==> config.mk <==
export PLATFORM = sky130hd
export DESIGN_NAME = ssrr_readout
export DESIGN_NICKNAME = d
export VERILOG_FILES = /design/src/core/ssrr_readout.v
export VERILOG_INCLUDE_DIRS = /design/src /design/src/core
export SDC_FILE = /design/constraint.sdc
export NUM_CORES = 1
export LEC_CHECK = 0
export ABC_CLOCK_PERIOD_IN_PS = 3500
export BUFFER_PORTS_ARGS = -buffer_cell sky130_fd_sc_hd__clkbuf_2
export CORE_MARGIN = 2
export CORE_UTILIZATION = 55
export CTS_CLUSTER_SIZE = 20
export DETAILED_ROUTE_END_ITERATION = 8
export PLACE_DENSITY = 0.78
export SLEW_MARGIN = 15
export SYNTH_ARGS = -nofsm -noshare
export SYNTH_HDL_FRONTEND = slang
export SYNTH_SLANG_ARGS = --single-unit
==> constraint.sdc <==
create_clock -name clk -period 3.5 [get_ports clk]
set_input_delay 0.175 -clock clk [delete_from_list [all_inputs] [get_ports clk]]
set_output_delay 0.175 -clock clk [all_outputs]
set_load 0.02 [all_outputs]
==> src/core/ssrr_regs.vh <==
// Constants for the serial status readout register bank.
// Assumes inclusion by core/ssrr_readout.v only; definitions only.
`ifndef SSRR_REGS_VH
`define SSRR_REGS_VH

// Word layout
`define SSRR_WORD_BITS 16
`define SSRR_ADDR_MSB 15
`define SSRR_ADDR_LSB 12
`define SSRR_DATA_BITS 12
`define SSRR_BIT_CNT_FULL 5'h10

// Register addresses
`define SSRR_ADDR_UNUSED0 4'h0
`define SSRR_ADDR_QUICK_STATUS 4'h1
`define SSRR_ADDR_CHANNEL1_STATUS 4'h2
`define SSRR_ADDR_CHANNEL2_STATUS 4'h3
`define SSRR_ADDR_CHANNEL3_STATUS 4'h4
`define SSRR_ADDR_CHANNEL4_STATUS 4'h5
`define SSRR_ADDR_UNUSED6 4'h6
`define SSRR_ADDR_DEVICE_STATUS 4'h7
`define SSRR_ADDR_IO_STATUS 4'h8
`define SSRR_ADDR_IDENTIFICATION 4'h9
`define SSRR_ADDR_TEST_MODE_REG 4'hF

// Header bits: fail mode on addresses 1..8, summaries on 1..7, neither on 6
`define SSRR_BIT_FAIL_MODE 11
`define SSRR_BIT_DEVICE_SUMMARY 10
`define SSRR_BIT_OVERLOAD_SUMMARY 9
`define SSRR_BIT_OPEN_LOAD_SUMMARY 8

// Quick status fields
`define SSRR_BIT_CHARGE_PUMP 7
`define SSRR_BIT_REGS_CLEARED 6
`define SSRR_BIT_PWM_CLOCK_FAIL 5

// Channel status fields
`define SSRR_BIT_OT_SHUTDOWN 6
`define SSRR_BIT_OT_WARNING 5
`define SSRR_OC_CODE_MSB 4
`define SSRR_OC_CODE_LSB 2
`define SSRR_BIT_OL_ON 1
`define SSRR_BIT_OL_OFF 0

// Overcurrent codes
`define SSRR_OC_NONE 3'h0
`define SSRR_OC_HIGH_STAGE1 3'h1
`define SSRR_OC_HIGH_STAGE2 3'h2
`define SSRR_OC_HIGH_STAGE3 3'h3
`define SSRR_OC_LOW_THRESHOLD 3'h4
`define SSRR_OC_HIGH_OFF_DELAY 3'h5
`define SSRR_OC_SEVERE_SHORT 3'h6
`define SSRR_OC_UNUSED 3'h7

// Device status fields
`define SSRR_BIT_TEST_MODE 4
`define SSRR_BIT_OVERVOLTAGE 3
`define SSRR_BIT_UNDERVOLTAGE 2
`define SSRR_BIT_SERIAL_FAIL 1
`define SSRR_BIT_LIMP_HOME 0

// I/O status fields
`define SSRR_BIT_TOGGLE 9

// Reset values
`define SSRR_RCF_RESET 1'h1
`define SSRR_RESP_ADDR_RESET 4'h0
`define SSRR_PIN_SYNC_RESET 8'h01

`endif

==> src/core/ssrr_readout.v <==
// Serial status readout register bank of a four-channel high-side switch.
// Assumes the serial pins arrive asynchronously to clk, the fault detector
// outputs come from logic on clk, and the host drives SO's wire from so_oe.
`include "ssrr_regs.vh"
`default_nettype none

// Sticky fault flags of one channel, cleared by a good read of its status.
// A fresh event beats a clear in the same cycle, so a fault in the clearing cycle is kept.
module ssrr_chan_latch (
  input wire clk,
  input wire reset_n,
  input wire clr,
  input wire ots_evt,
  input wire otw_evt,
  input wire [2:0] oc_evt,
  input wire olon_evt,
  input wire oloff_evt,
  output reg ots_q,
  output reg otw_q,
  output reg [2:0] oc_q,
  output reg olon_q,
  output reg oloff_q
);

  always @(posedge clk) begin
    if (!reset_n) begin
      ots_q <= 1'b0;
      otw_q <= 1'b0;
      oc_q <= `SSRR_OC_NONE;
      olon_q <= 1'b0;
      oloff_q <= 1'b0;
    end else begin
      ots_q <= (ots_q & ~clr) | ots_evt;
      otw_q <= (otw_q & ~clr) | otw_evt;
      olon_q <= (olon_q & ~clr) | olon_evt;
      oloff_q <= (oloff_q & ~clr) | oloff_evt;
      if (oc_evt != `SSRR_OC_NONE && oc_evt != `SSRR_OC_UNUSED) begin
        // The latest code other than none or unused replaces an older one
        oc_q <= oc_evt;
      end else if (clr) begin
        oc_q <= `SSRR_OC_NONE;
      end
    end
  end

endmodule

module ssrr_readout #(
  parameter CHANNELS = 4,
  // Arbitrary neutral identity value
  parameter [7:0] IDENTITY_FIELD = 8'h06
) (
  input wire clk,
  input wire reset_n,
  input wire spi_cs_n_pin,
  input wire spi_sclk_pin,
  input wire spi_si_pin,
  output reg spi_so_out,
  output reg spi_so_oe,
  input wire fail_mode_flag,
  input wire charge_pump_fault,
  input wire pwm_clock_fail,
  input wire test_mode_active_flag,
  input wire overvoltage_flag,
  input wire undervoltage_flag,
  input wire limp_home_pin_level,
  input wire [CHANNELS-1:0] overtemp_shutdown,
  input wire [CHANNELS-1:0] overtemp_warning,
  input wire [3*CHANNELS-1:0] overcurrent_code,
  input wire [CHANNELS-1:0] open_load_on_state,
  input wire [CHANNELS-1:0] open_load_off_state,
  input wire [CHANNELS-1:0] channel_input_level,
  input wire [CHANNELS-1:0] channel_input_active,
  input wire [CHANNELS-1:0] output_comparator_level
);

  // Pin synchronisers: {comparators, limp, si, sclk, cs_n}
  reg [7:0] pin_s1_q;
  reg [7:0] pin_s2_q;
  reg sclk_prev_q;
  reg cs_n_prev_q;

  // Serial frame state
  reg [15:0] tx_q;
  reg [15:0] rx_q;
  reg [4:0] bit_cnt_q;
  reg [3:0] resp_addr_q;
  reg [3:0] sent_addr_q;

  // Latched fault flags
  wire [CHANNELS-1:0] ots_q;
  wire [CHANNELS-1:0] otw_q;
  wire [3*CHANNELS-1:0] oc_q;
  wire [CHANNELS-1:0] olon_q;
  wire [CHANNELS-1:0] oloff_q;
  reg cpf_q;
  reg pwm_clock_fail_q;
  reg rcf_q;
  reg tmf_q;
  reg ovf_q;
  reg uvf_q;
  reg serial_fail_flag_q;

  wire [7:0] pin_raw;
  wire cs_n_s;
  wire sclk_s;
  wire si_s;
  wire limp_s;
  wire [3:0] outcmp_s;
  wire cs_fall;
  wire cs_rise;
  wire sclk_rise;
  wire sclk_fall;
  wire frame_ok;
  wire frame_bad;
  wire [CHANNELS-1:0] oc_active;
  wire [CHANNELS-1:0] chan_clr;
  wire [CHANNELS-1:0] quick_flag;
  wire overload_sum;
  wire open_load_sum;
  wire device_sum;
  wire quick_clr;
  wire device_clr;
  wire fm_slot;
  wire sum_slot;
  reg [11:0] data_mux;
  reg [11:0] chan_data;
  integer k;

  assign pin_raw = {output_comparator_level[3:0], limp_home_pin_level, spi_si_pin, spi_sclk_pin, spi_cs_n_pin};
  assign cs_n_s = pin_s2_q[0];
  assign sclk_s = pin_s2_q[1];
  assign si_s = pin_s2_q[2];
  assign limp_s = pin_s2_q[3];
  assign outcmp_s = pin_s2_q[7:4];

  always @(posedge clk) begin
    if (!reset_n) begin
      pin_s1_q <= `SSRR_PIN_SYNC_RESET;
      pin_s2_q <= `SSRR_PIN_SYNC_RESET;
      sclk_prev_q <= 1'b0;
      cs_n_prev_q <= 1'b1;
    end else begin
      pin_s1_q <= pin_raw;
      pin_s2_q <= pin_s1_q;
      sclk_prev_q <= sclk_s;
      cs_n_prev_q <= cs_n_s;
    end
  end

  assign cs_fall = cs_n_prev_q & ~cs_n_s;
  assign cs_rise = ~cs_n_prev_q & cs_n_s;
  assign sclk_rise = ~sclk_prev_q & sclk_s & ~cs_n_s;
  assign sclk_fall = sclk_prev_q & ~sclk_s & ~cs_n_s;
  // A frame counts only with exactly one full word; anything else is a serial fault
  assign frame_ok = cs_rise & (bit_cnt_q == `SSRR_BIT_CNT_FULL);
  assign frame_bad = cs_rise & (bit_cnt_q != `SSRR_BIT_CNT_FULL);

  // Reading a register in a good frame clears its latched flags; a fresh event wins
  assign quick_clr = frame_ok & (sent_addr_q == `SSRR_ADDR_QUICK_STATUS);
  assign device_clr = frame_ok & (sent_addr_q == `SSRR_ADDR_DEVICE_STATUS);

  genvar g;
  generate
    for (g = 0; g < CHANNELS; g = g + 1) begin : gen_chan
      assign chan_clr[g] = frame_ok & (sent_addr_q == `SSRR_ADDR_CHANNEL1_STATUS + g);
      assign oc_active[g] = oc_q[3*g+2:3*g] != `SSRR_OC_NONE;
      assign quick_flag[g] = oc_active[g] | otw_q[g] | ots_q[g] | olon_q[g] | oloff_q[g];

      ssrr_chan_latch u_latch (
        .clk(clk),
        .reset_n(reset_n),
        .clr(chan_clr[g]),
        .ots_evt(overtemp_shutdown[g]),
        .otw_evt(overtemp_warning[g]),
        .oc_evt(overcurrent_code[3*g+2:3*g]),
        .olon_evt(open_load_on_state[g]),
        .oloff_evt(open_load_off_state[g]),
        .ots_q(ots_q[g]),
        .otw_q(otw_q[g]),
        .oc_q(oc_q[3*g+2:3*g]),
        .olon_q(olon_q[g]),
        .oloff_q(oloff_q[g])
      );
    end
  endgenerate

  always @(posedge clk) begin
    if (!reset_n) begin
      cpf_q <= 1'b0;
      pwm_clock_fail_q <= 1'b0;
      rcf_q <= `SSRR_RCF_RESET;
      tmf_q <= 1'b0;
      ovf_q <= 1'b0;
      uvf_q <= 1'b0;
      serial_fail_flag_q <= 1'b0;
    end else begin
      cpf_q <= (cpf_q & ~quick_clr) | charge_pump_fault;
      pwm_clock_fail_q <= (pwm_clock_fail_q & ~quick_clr) | pwm_clock_fail;
      // Only a reset sets this flag, so the first good quick status read drops it
      rcf_q <= rcf_q & ~quick_clr;
      tmf_q <= (tmf_q & ~device_clr) | test_mode_active_flag;
      ovf_q <= (ovf_q & ~device_clr) | overvoltage_flag;
      uvf_q <= (uvf_q & ~device_clr) | undervoltage_flag;
      serial_fail_flag_q <= (serial_fail_flag_q & ~device_clr) | frame_bad;
    end
  end

  assign overload_sum = (|oc_active) | (|ots_q);
  assign open_load_sum = (|olon_q) | (|oloff_q);
  assign device_sum = rcf_q | uvf_q | ovf_q | cpf_q | pwm_clock_fail_q | tmf_q;

  // Address 6 is a hole in the map, so it carries no header bits either
  assign fm_slot = (resp_addr_q >= `SSRR_ADDR_QUICK_STATUS) && (resp_addr_q <= `SSRR_ADDR_IO_STATUS) &&
                   (resp_addr_q != `SSRR_ADDR_UNUSED6);
  assign sum_slot = (resp_addr_q >= `SSRR_ADDR_QUICK_STATUS) && (resp_addr_q <= `SSRR_ADDR_DEVICE_STATUS) &&
                    (resp_addr_q != `SSRR_ADDR_UNUSED6);

  // Channel status of the addressed channel
  always @* begin
    chan_data = 12'h000;
    for (k = 0; k < CHANNELS; k = k + 1) begin
      if (resp_addr_q == `SSRR_ADDR_CHANNEL1_STATUS + k) begin
        chan_data[`SSRR_BIT_OT_SHUTDOWN] = ots_q[k];
        chan_data[`SSRR_BIT_OT_WARNING] = otw_q[k];
        chan_data[`SSRR_OC_CODE_MSB:`SSRR_OC_CODE_LSB] = oc_q[3*k+2 -: 3];
        chan_data[`SSRR_BIT_OL_ON] = olon_q[k];
        chan_data[`SSRR_BIT_OL_OFF] = oloff_q[k];
      end
    end
  end

  // Data of the register returned in the coming frame
  always @* begin
    data_mux = 12'h000;
    case (resp_addr_q)
      `SSRR_ADDR_QUICK_STATUS: begin
        data_mux[`SSRR_BIT_CHARGE_PUMP] = cpf_q;
        data_mux[`SSRR_BIT_REGS_CLEARED] = rcf_q;
        data_mux[`SSRR_BIT_PWM_CLOCK_FAIL] = pwm_clock_fail_q;
        data_mux[3:0] = quick_flag[3:0];
      end
      `SSRR_ADDR_CHANNEL1_STATUS,
      `SSRR_ADDR_CHANNEL2_STATUS,
      `SSRR_ADDR_CHANNEL3_STATUS,
      `SSRR_ADDR_CHANNEL4_STATUS: begin
        data_mux = chan_data;
      end
      `SSRR_ADDR_DEVICE_STATUS: begin
        data_mux[`SSRR_BIT_TEST_MODE] = tmf_q;
        data_mux[`SSRR_BIT_OVERVOLTAGE] = ovf_q;
        data_mux[`SSRR_BIT_UNDERVOLTAGE] = uvf_q;
        data_mux[`SSRR_BIT_SERIAL_FAIL] = serial_fail_flag_q;
        data_mux[`SSRR_BIT_LIMP_HOME] = limp_s;
      end
      `SSRR_ADDR_IO_STATUS: begin
        data_mux[`SSRR_BIT_TOGGLE] = |channel_input_active;
        data_mux[8:5] = channel_input_level[3:0];
        data_mux[3:0] = outcmp_s;
      end
      `SSRR_ADDR_IDENTIFICATION: begin
        data_mux[7:0] = IDENTITY_FIELD;
      end
      default: begin
        data_mux = 12'h000;
      end
    endcase
    // Fail mode heads 1..8, the summaries head 1..7, neither heads 6
    if (fm_slot) begin
      data_mux[`SSRR_BIT_FAIL_MODE] = fail_mode_flag;
    end
    if (sum_slot) begin
      data_mux[`SSRR_BIT_DEVICE_SUMMARY] = device_sum;
      data_mux[`SSRR_BIT_OVERLOAD_SUMMARY] = overload_sum;
      data_mux[`SSRR_BIT_OPEN_LOAD_SUMMARY] = open_load_sum;
    end
  end

  // Shift engine: SO changes after SCLK rises, SI is taken as SCLK falls
  always @(posedge clk) begin
    if (!reset_n) begin
      tx_q <= 16'h0000;
      rx_q <= 16'h0000;
      bit_cnt_q <= 5'h00;
      resp_addr_q <= `SSRR_RESP_ADDR_RESET;
      sent_addr_q <= `SSRR_RESP_ADDR_RESET;
      spi_so_out <= 1'b0;
      spi_so_oe <= 1'b0;
    end else if (cs_fall) begin
      // Snapshot taken at frame start so the word cannot tear mid-shift
      tx_q <= {resp_addr_q, data_mux};
      spi_so_out <= resp_addr_q[3];
      spi_so_oe <= 1'b1;
      bit_cnt_q <= 5'h00;
      sent_addr_q <= resp_addr_q;
    end else if (cs_rise) begin
      spi_so_oe <= 1'b0;
      spi_so_out <= 1'b0;
      if (frame_ok) begin
        resp_addr_q <= rx_q[`SSRR_ADDR_MSB:`SSRR_ADDR_LSB];
      end
    end else begin
      if (sclk_rise && bit_cnt_q != 5'h00) begin
        tx_q <= {tx_q[14:0], 1'b0};
        spi_so_out <= tx_q[14];
      end
      if (sclk_fall) begin
        rx_q <= {rx_q[14:0], si_s};
        // Saturates so an overlong frame is still seen as wrong
        if (bit_cnt_q != 5'h1F) begin
          bit_cnt_q <= bit_cnt_q + 5'h01;
        end
      end
    end
  end

endmodule

`default_nettype wire

# --- Yosys cells after proc, flatten, opt, wreduce, memory -nomap -nowiden ---
# Cells that the tools add are included.
# W data, S select, Z words.
word_totals:
  regBits: 99
  out_inout_bits: 2
  elab_cells: 222
op_classes:
  addsub: 1
  n_lt_le_gt_ge: 3
  eq_ne: 23
  muxes: 26
  bitwise_logic: 95
  reduce_logical: 36
ops:
  columns: ["operator", "n"]
  rows:
  - ["$mux W15", 3]
  - ["$or A1 B1 Y1", 45]
  - ["$and A1 B1 Y1", 37]
  - ["$mux W7", 4]
  - ["$mux W3", 9]
  - ["$reduce_bool A3 Y1", 9]
  - ["$eq A4 B3 Y1 const B", 6]
  - ["$reduce_or A4 Y1", 6]
  - ["$pmux W4 S5", 1]
  - ["$eq A4 B2 Y1 const B", 4]
  - ["$not A1 Y1", 13]
  - ["$ne A3 B3 Y1 const B", 4]
  - ["$reduce_bool A2 Y1", 6]
  - ["$ne A5 B5 Y1 const B", 2]
  - ["$logic_and A1 B1 Y1", 9]
  - ["$pmux W3 S3", 1]
  - ["$reduce_and A3 Y1", 3]
  - ["$eq A4 B1 Y1 const B", 2]
  - ["$eq A4 B4 Y1 const B", 2]
  - ["$mux W1", 6]
  - ["$add A5 B1 Y5 const B", 1]
  - ["$eq A5 B5 Y1 const B", 1]
  - ["$reduce_bool A5 Y1", 1]
  - ["$ge A4 B1 Y1 const B", 1]
  - ["8 further kinds", 8]

# --- Depth between registers and ports, before layout ---
# Gate-level depths: netlist (run 1).
logic_depth:
  word_depth: 7
  depth_mapped: 9
  mapped_depth_nobuf: 7

# --- Cells and area by module ---
# From an unflattened synthesis (run 1), not the netlist that was laid out.
hier_totals:
  cells_unflattened: 510
  area_unflattened_um2: 4599.4
modules_own_cells:
  columns: ["mod", "instances", "cells_per_inst", "area_per_inst_um2"]
  rows:
  - ["ssrr_readout", 1, 398, 3393.3]
  - ["ssrr_chan_latch", 4, 28, 301.5]

# --- Worst setup path after synthesis (run 1) ---
# No wires, ideal clock.
synth_timing:
  path_kind: "flip-flop to flip-flop"
  startpoint: "reg bit_cnt_q[0]"
  endpoint: "reg gen_chan[2].u_latch.oloff_q"
  arrival_ns: 1.815
  required_ns: 3.372
  path_slack_ns: 1.558
  stages_incl_launch_ff: 10
  cell_sequence: "dfxtp_1 > inv_1 > ha_1 > nand4bb_4 > or2_1 > buf_6 > or4_4 > buf_6 > a21oi_2 > nor2_1"
synth_between:
  elab_chain_len: 6
synth_rtl:
  columns: ["element", "line", "source"]
  rows:
  - ["start: declaration", "ssrr_readout.v:86", "reg [4:0] bit_cnt_q;"]
  - ["start signal: assignment", "ssrr_readout.v:311", "bit_cnt_q <= bit_cnt_q + 5'h01;"]
  - ["$eq A5 B5 Y1 (no line)", null, null]
  - ["$and A1 B1 Y1", "ssrr_readout.v:156", "assign frame_ok = cs_rise & (bit_cnt_q == `SSRR_BIT_CNT_FULL);"]
  - ["$and A1 B1 Y1", "ssrr_readout.v:166", "assign chan_clr[g] = frame_ok & (sent_addr_q == `SSRR_ADDR_CHANNEL1_STATUS + g);"]
  - ["$not A1 Y1", "ssrr_readout.v:36", "oloff_q <= (oloff_q & ~clr) | oloff_evt;"]
  - ["$and A1 B1 Y1", "ssrr_readout.v:36", null]
  - ["$or A1 B1 Y1", "ssrr_readout.v:36", null]
  - ["end signal: assignment", "ssrr_readout.v:36", null]
  - ["end: declaration", "ssrr_readout.v:22", "output reg oloff_q"]
# Every way passes these cells.
# A chain may end at the register's enable or synchronous reset.

# --- Worst setup path in the final report (run 1) ---
layout_timing:
  startpoint: "reg pin_s2_q[0]"
  endpoint: "reg gen_chan[0].u_latch.oloff_q"
layout_between:
  elab_chain_len: 6
layout_rtl:
  columns: ["element", "line", "source"]
  rows:
  - ["start: declaration", "ssrr_readout.v:79", "reg [7:0] pin_s2_q;"]
  - ["start signal: assignment", "ssrr_readout.v:140", "pin_s2_q <= `SSRR_PIN_SYNC_RESET;"]
  - ["start signal: assignment", "ssrr_readout.v:145", "pin_s2_q <= pin_s1_q;"]
  - ["$and A1 B1 Y1", "ssrr_readout.v:152", "assign cs_rise = ~cs_n_prev_q & cs_n_s;"]
  - ["$and A1 B1 Y1", "ssrr_readout.v:156", null]
  - ["$and A1 B1 Y1", "ssrr_readout.v:166", null]
  - ["$not A1 Y1", "ssrr_readout.v:36", null]
  - ["$and A1 B1 Y1", "ssrr_readout.v:36", null]
  - ["$or A1 B1 Y1", "ssrr_readout.v:36", null]
  - ["end signal: assignment", "ssrr_readout.v:36", null]
  - ["end: declaration", "ssrr_readout.v:22", null]
# Every way passes these cells.

==> qor.txt, run 1 <==
Status - finished, final reports clean
Max Root-Sink Buffers - 2
F_max - 422 MHz
Post-synth cell types - 61
WL final - 10.7 mm
Final Max Tran Viols - 0
Clock sink total - 99
Synthesized area per cell - 8.40 um2
Worst setup SP type - flip-flop
Placed cells - 648
Final core utilization - 63.4%
Post-synth top flop - dfxtp_1
First-pass GRT wire length - 17.6 mm
Worst rel slew slack - 46.2%
Die Wd - 93.1 um
Least-Margin Pin Slew - 0.805 ns
CTS tree - done
Final std cells w/o fill - 665
Global-route usage over all layers - 25.7%
Final period util - 67.7%
Post-synth EDFFs - 0
Row count - 32
Slowest stage delay, CP - 0.60 ns
Ys async rst share - 0%
Setup TNS - 0 ns
Final Hold Fails - 0
Initial Util - 56.5%
R2R cell count - 6
Netlist Area Pre-Place - 4370 um2
Arrival time at the worst endpoint - 2.63 ns
First-pass DRT Iterations - 6
Crit-path max FO - 12
Synth top area cells - dfxtp_1 45%, a21oi_1 7.0%, nand2_1 6.5%, nor2_1 5.4%, mux2i_1 3.9%
Hold Path Class - in -> reg
Chip Height - 93.1 um
I/O pin cnt - 54
Total number of vias - 3829
Power, Total - 2.20 mW
Hold path cells - 3
CTS clk-pin slew, worst paths - 0.11 ns
Post-synthesis cell count - 520
Worst reg2reg path endpoint - gen_chan[0].u_latch.oloff_q
Crit path time final - 2.37 ns
Initial antenna violation count - 0
Port Buf Inserts - 53
Post-DRT Antenna Nets - 0
CP Cell Sequence - ha_1, inv_1, or2_1, or4_1, a21oi_1, nor2_1
Clk Latency, worst-skew pair - 0.37 ns
RR Startpoint - pin_s2_q[0]
Core area - 7730 um2
RSZ-0062 raised after global routing - false
Pwr dens - 450 nW/um2
Synth area leader - dfxtp_1
Hold Startpoint - open_load_on_state[0]
DR iter-0 viols - 405
Final Wtd Congestion - 0.957
DR WL/cell - 16.1 um
Die area - 8670 um2
Syn Nets - 577
Clk root buf - clkbuf_8
Sequential cell area fraction in the yosys report - 45.4%
Setup Crit Path Kind - reg -> reg
Htree depth - 3
Largest net degree at the start of global routing - 45
Max-cap violations - 0
Via/cell ratio - 5.76
Area Overhead vs Synth - 12.1%
Vias in the first global route - 3634
Post-synth top area share - 45.4%
DRC violations left - 0
Peak VDD IR - 0.336 mV
Min Hold Slack - 0.00500 ns
Ys Warns - 0
Reg2Reg Setup Slack - 1.13 ns
Gr ovfl total - 0
Hold EP - gen_chan[0].u_latch.olon_q
Post_cts resized - 0
CTS Buf Count - 9
Final setup violation count - 0
Ant. Diodes - 0
CP required - 3.76 ns
Worst setup EP type - flip-flop
Clock Skew - 0.0150 ns
Layout Nets - 615
CP max stage cell - or4_1
Pleak - 1.90 nW
Ratio of cells with drive above 1 in the final layout - 16.2%
Detail Placement HPWL - 7.72 mm
Fillers - 676
Register bit total from synthesis - 99
## where the power goes
| part | switching (mW) | total, mW | internal [mW] | leakage (nW) |
|---|---|---|---|---|
| logic | 0.0858 | 0.153 | 0.0674 | 0.975 |
| registers | 0.0377 | 1.21 | 1.17 | 0.813 |
| clock network | 0.427 | 0.842 | 0.415 | 0.113 |
| total | 0.550 | 2.20 | 1.65 | 1.90 |
## layout make-up
cell class	instances	area, um2	area share [%]
Inverter	10	37.5	0.767
Clock inverter	7	108	2.20
Tap cell	102	128	2.61
Sequential cell	99	1980	40.5
Timing Repair Buffer	57	298	6.08
Clock buffer	9	124	2.53
Multi-Input combinational cell	381	2220	45.3
## cells by family (layout without fill, tap and decap cells)
logic type                 Yosys count  after routing  synth area share, %
and+or+nand+nor                    218            218                 24.0
AOI/OAI and AO/OA                  137            137                 20.6
muxes                               18             18                 4.15
adders and majority gates            5              5                 1.43
xor gates and xnor gates             3              3                0.601
DFF                                 99             99                 45.4
buffers and inverters               40             83                 3.84
## flip-flops by register name, indices dropped and copies added (netlist names), 4 cells and up
signal                    cells
rx_q                         16
tx_q                         15
gen_chan.u_latch.oc_q        12
pin_s1_q                      8
pin_s2_q                      8
bit_cnt_q                     5
gen_chan.u_latch.oloff_q      4
gen_chan.u_latch.olon_q       4
gen_chan.u_latch.ots_q        4
gen_chan.u_latch.otw_q        4
resp_addr_q                   4
sent_addr_q                   4
## timing repair
item                                   CTS  global route
setup endpoints to repair                0             0
endpoints found under the hold margin    1             0
hold buffers                             1             0
buffers inserted                         0             0
## cells in the mapped netlist, types with 3 or more instances
library cell   n
nor4_1         8
buf_1          3
and3b_1        3
clkbuf_1      23
a32oi_1        4
nor2b_1        5
mux2i_1       17
and2_1        17
a2111oi_0      3
o21ai_0       14
nor2_1        63
o211ai_2       3
a22oi_1        9
a211oi_1       3
ha_1           5
nand2b_1      12
a21oi_2        4
nand3_1        7
nand2_1       76
a21oi_1       61
dfxtp_1       99
o211ai_1      13
nor3_1        10
inv_1         10
## how the worst max path moves through the flow
stage	startpoint	end	slack, ns	cells after the start
floorplan	bit_cnt_q[0]	gen_chan[2].u_latch.oloff_q	1.56	9
global placement	pin_s2_q[0]	gen_chan[0].u_latch.olon_q	1.24	6
detailed placement	pin_s2_q[0]	gen_chan[2].u_latch.oloff_q	1.15	6
CTS	pin_s2_q[0]	gen_chan[0].u_latch.oloff_q	1.15	6
global route	pin_s2_q[0]	gen_chan[0].u_latch.oloff_q	0.89	6
finish	pin_s2_q[0]	gen_chan[0].u_latch.oloff_q	1.13	6
## per-stage QoR
| stage | worst slack (ns) | cell area (um2) |
|---|---|---|
| after floorplan | 1.56 | 4370 |
| after global placement | 1.24 | 4650 |
| after detailed placement | 1.15 | 4650 |
| after CTS | 1.15 | 4900 |
| after global routing | 0.894 | 4900 |
| final | 1.13 | 4900 |
## critical path: cells and delay by family, from the launching register on
| kind | cells | cell delay [ns] |
|---|---|---|
| adder cells (fa/ha/maj) | 1 | 0.46 |
| AO/OA/AOI/OAI | 1 | 0.20 |
| flip-flops | 1 | 0.38 |
| AND/OR/NAND/NOR | 3 | 1.05 |
| buffers and inverters | 1 | 0.18 |
## metal layers
metal / wire, um / GRT usage, % / share of wire (%)
met1: 4980 / 35.7 / 46
met4: 164 / 8.09 / 1.5
met5: 0 / 0 / 0
met3: 628 / 5.08 / 5.9
met2: 4960 / 40.6 / 46
## layout by cell type, fill, tap and decap left out, types with 2 or more instances in the layout
master     synthesis  final
mux2i_1           17     17
ha_1               5      5
and3b_1            3      3
a32oi_1            4      4
or2_2              2      2
nor3_1            10     10
dfxtp_1           99     99
nor2b_1            5      5
nor4_1             8      8
nor2_1            63     63
nor3b_1            2      2
a22o_1             2      2
nand2b_1          12     12
o31a_1             2      2
clkbuf_8           0      9
o211ai_2           3      3
a21oi_2            4      4
and2_1            17     17
buf_4              0      3
a31oi_1            2      2
a211oi_1           3      3
a311oi_1           2      2
bufinv_16          0      2
a22oi_1            9      9
xor2_1             2      2
nand2_1           76     76
clkbuf_2           0     53
nand4_1            2      2
inv_1             10      9
clkinv_4           0      2
o21ai_0           14     14
a2111oi_0          3      3
nand3_1            7      7
o211ai_1          13     13
a21oi_1           61     61
inv_8              0      2
or4_1              2      2
No activity file was read; power rests on OpenSTA's default activity.
==> inputs of run 2 (changes only) <==
--- a/config.mk
+++ b/config.mk
@@ -6,7 +6,8 @@
 export SDC_FILE = /design/constraint.sdc
 export NUM_CORES = 1
 export LEC_CHECK = 0
-export ABC_CLOCK_PERIOD_IN_PS = 3500
+export ABC_AREA = 1
+export ABC_CLOCK_PERIOD_IN_PS = 2200
 export BUFFER_PORTS_ARGS = -buffer_cell sky130_fd_sc_hd__clkbuf_2
 export CORE_MARGIN = 2
 export CORE_UTILIZATION = 55
==> constraint.sdc (replaced) <==
create_clock -name clk -period 2.2 [get_ports clk]
set_input_delay 0.11 -clock clk [delete_from_list [all_inputs] [get_ports clk]]
set_output_delay 0.11 -clock clk [all_outputs]
set_load 0.02 [all_outputs]
==> qor.txt, run 2 <==
Status - finished, final reports clean
Synth area leader - dfxtp_1
Max Root-Sink Buffers - 2
Core area - 7810 um2
First-pass GRT wire length - 19.1 mm
DR iter-0 viols - 311
Least-Margin Pin Slew - 0.732 ns
Final core utilization - 67.9%
Syn Nets - 694
Slowest stage delay, CP - 0.38 ns
Hold Startpoint - overcurrent_code[1]
Post-synth top area share - 44.3%
Initial antenna violation count - 0
Htree depth - 3
Synth top area cells - dfxtp_1 44%, nand2_1 9.7%, nor2_1 8.7%, nand3_1 6.8%, a21oi_1 6.4%
Post_cts resized - 0
Row count - 32
Crit-path max FO - 16
Design Area, Final - 5300 um2
Final Hold Fails - 0
CTS tree - done
Fillers - 704
Post-synthesis cell count - 637
Family with the most delay on the worst path - buffers and inverters
Clk Latency, worst-skew pair - 0.38 ns
Ant. Diodes - 0
Arrival time at the worst endpoint - 2.14 ns
Initial Util - 57.3%
RR Startpoint - pin_s2_q[0]
Ratio of cells with drive above 1 in the final layout - 14.4%
Multi-input logic area - 2090 um2
Max-cap violations - 0
Post-synth EDFFs - 0
Area Overhead vs Synth - 18.5%
Vias in the first global route - 4257
I/O pin cnt - 54
Reg area - 1980 um2
DR WL/cell - 13.8 um
Clock sink total - 99
Worst setup SP type - flip-flop
Most frequent cell after synthesis - nand2_1
CP Cell Sequence - inv_1, ha_1, inv_2, nor2_1, inv_1, nand2_2, inv_1, nor2_1, nand2_1, a21oi_2
CP max stage cell - dfxtp_1
Total number of vias - 4389
Cell mode on critical path - inv_1
Sequential cell area fraction in the yosys report - 44.3%
F_max - 532 MHz
Die Wd - 94.2 um
Synthesized area per cell - 7.02 um2
Buffers & Inverters on Critical Path - 4
CTS Hold Bufs - 30
CTS Buf Count - 9
Max FFs per register - 16
Clock Skew - 0.0106 ns
Die area - 8870 um2
Netlist Area Pre-Place - 4470 um2
Clk root buf - clkbuf_8
Gr ovfl total - 0
Via/cell ratio - 5.32
Post-Place Cell Area - 4800 um2
Pwr dens - 637 nW/um2
Layout Nets - 775
Chip Height - 94.2 um
Post-synth cell types - 32
WL final - 11.4 mm
First-pass DRT Iterations - 7
Ys async rst share - 0%
Setup Crit Path Kind - reg -> reg
Crit path from - pin_s2_q[0]
RSZ-0062 raised after global routing - false
Detail Placement HPWL - 8.26 mm
Most frequent cells in the layout - 116 x nand2_1, 104 x nor2_1, 99 x dfxtp_1
Biggest register - rx_q
Pleak - 2.50 nW
CP required - 2.46 ns
Post-synth top cells - 116 x nand2_1, 104 x nor2_1, 99 x dfxtp_1
CTS clk-pin slew, worst paths - 0.10 ns
Ys Warns - 0
Hold Path Class - in -> reg
Worst setup EP type - flip-flop
DRC violations left - 0
Final Wtd Congestion - 0.943
Worst rel slew slack - 51.0%
Largest registers - rx_q x16, tx_q x15, gen_chan.u_latch.oc_q x12
Port Buf Inserts - 53
Final period util - 85.4%
Largest net degree at the start of global routing - 27
Final Max Tran Viols - 0
Post-DRT Antenna Nets - 0
Post-synth top flop - dfxtp_1
Register bit total from synthesis - 99
Global-route usage over all layers - 27.3%
Setup TNS - 0 ns
Crit path time final - 1.88 ns
Commonest non-fill, non-tap cell in the layout - nand2_1
Post-CTS Setup Repair Bufs - 0
Final setup violation count - 0
Peak VDD IR - 0.518 mV
==> run 2: cell type report <==
| cell class | instances | area share (%) |
|---|---|---|
| sequential | 99 | 37.4 |
| timing repair buffer | 88 | 11.4 |
| inverter | 81 | 5.74 |
| clock buffer | 10 | 2.41 |
| tap | 102 | 2.41 |
| clock inverter | 6 | 1.23 |
| multi-input combinational | 439 | 39.4 |
==> run 2: worst paths after layout <==
kind | endpoint | slack (ns) | cells after the start
max reg2reg | tx_q[6] | 0.32 | 10
min reg2reg | pin_s2_q[2] | 0.42 | 2
max | tx_q[6] | 0.32 | 10
min | gen_chan[0].u_latch.oc_q[1] | 0.003 | 3
==> run 2: metrics by stage <==
| stage | hold WS (ns) | power (mW) | setup slack, ns | instances |
|---|---|---|---|---|
| final | 0.00314 | 3.37 | 0.321 | 825 |
| after global routing | 0.0204 | 3.52 | 0.0856 | 825 |
| after CTS | 0.00424 | 3.38 | 0.342 | 825 |
| after detailed placement | 0.299 | 2.21 | 0.395 | 779 |
| after global placement | 0.297 | 2.20 | 0.475 | 779 |
| after floorplan | 0.208 | 2.10 | 0.647 | 637 |
==> run 2: per-layer routing <==
layer,vias to the layer above,share of wire [%],GRT usage (%)
met5,-,0,0
li1,2215,-,-
met1,1986,43,34.0
met4,0,2.7,9.66
met2,159,49,46.6
met3,29,5.6,5.86
==> run 2: cell families (layout without fill, tap and decap cells) <==
group | Yosys count | in the layout | synth area share [%]
fa+ha+maj | 5 | 5 | 1.40
flops | 99 | 99 | 44.3
buf+inv | 99 | 185 | 8.96
compound gates | 127 | 127 | 15.6
simple gates | 307 | 307 | 29.7
==> run 2: where the power goes <==
group / leakage (nW) / switching [mW] / total (mW) / internal, mW
clock: 0.0985 / 0.705 / 1.15 / 0.450
sequential: 0.813 / 0.0563 / 1.92 / 1.86
combinational: 1.59 / 0.159 / 0.299 / 0.140
total: 2.50 / 0.920 / 3.37 / 2.45
==> run 2: tightest hold or removal path: cells and delay by family <==
kind	cells	cell delay (ns)
compound gates	2	0.13
buf+inv	1	0.09
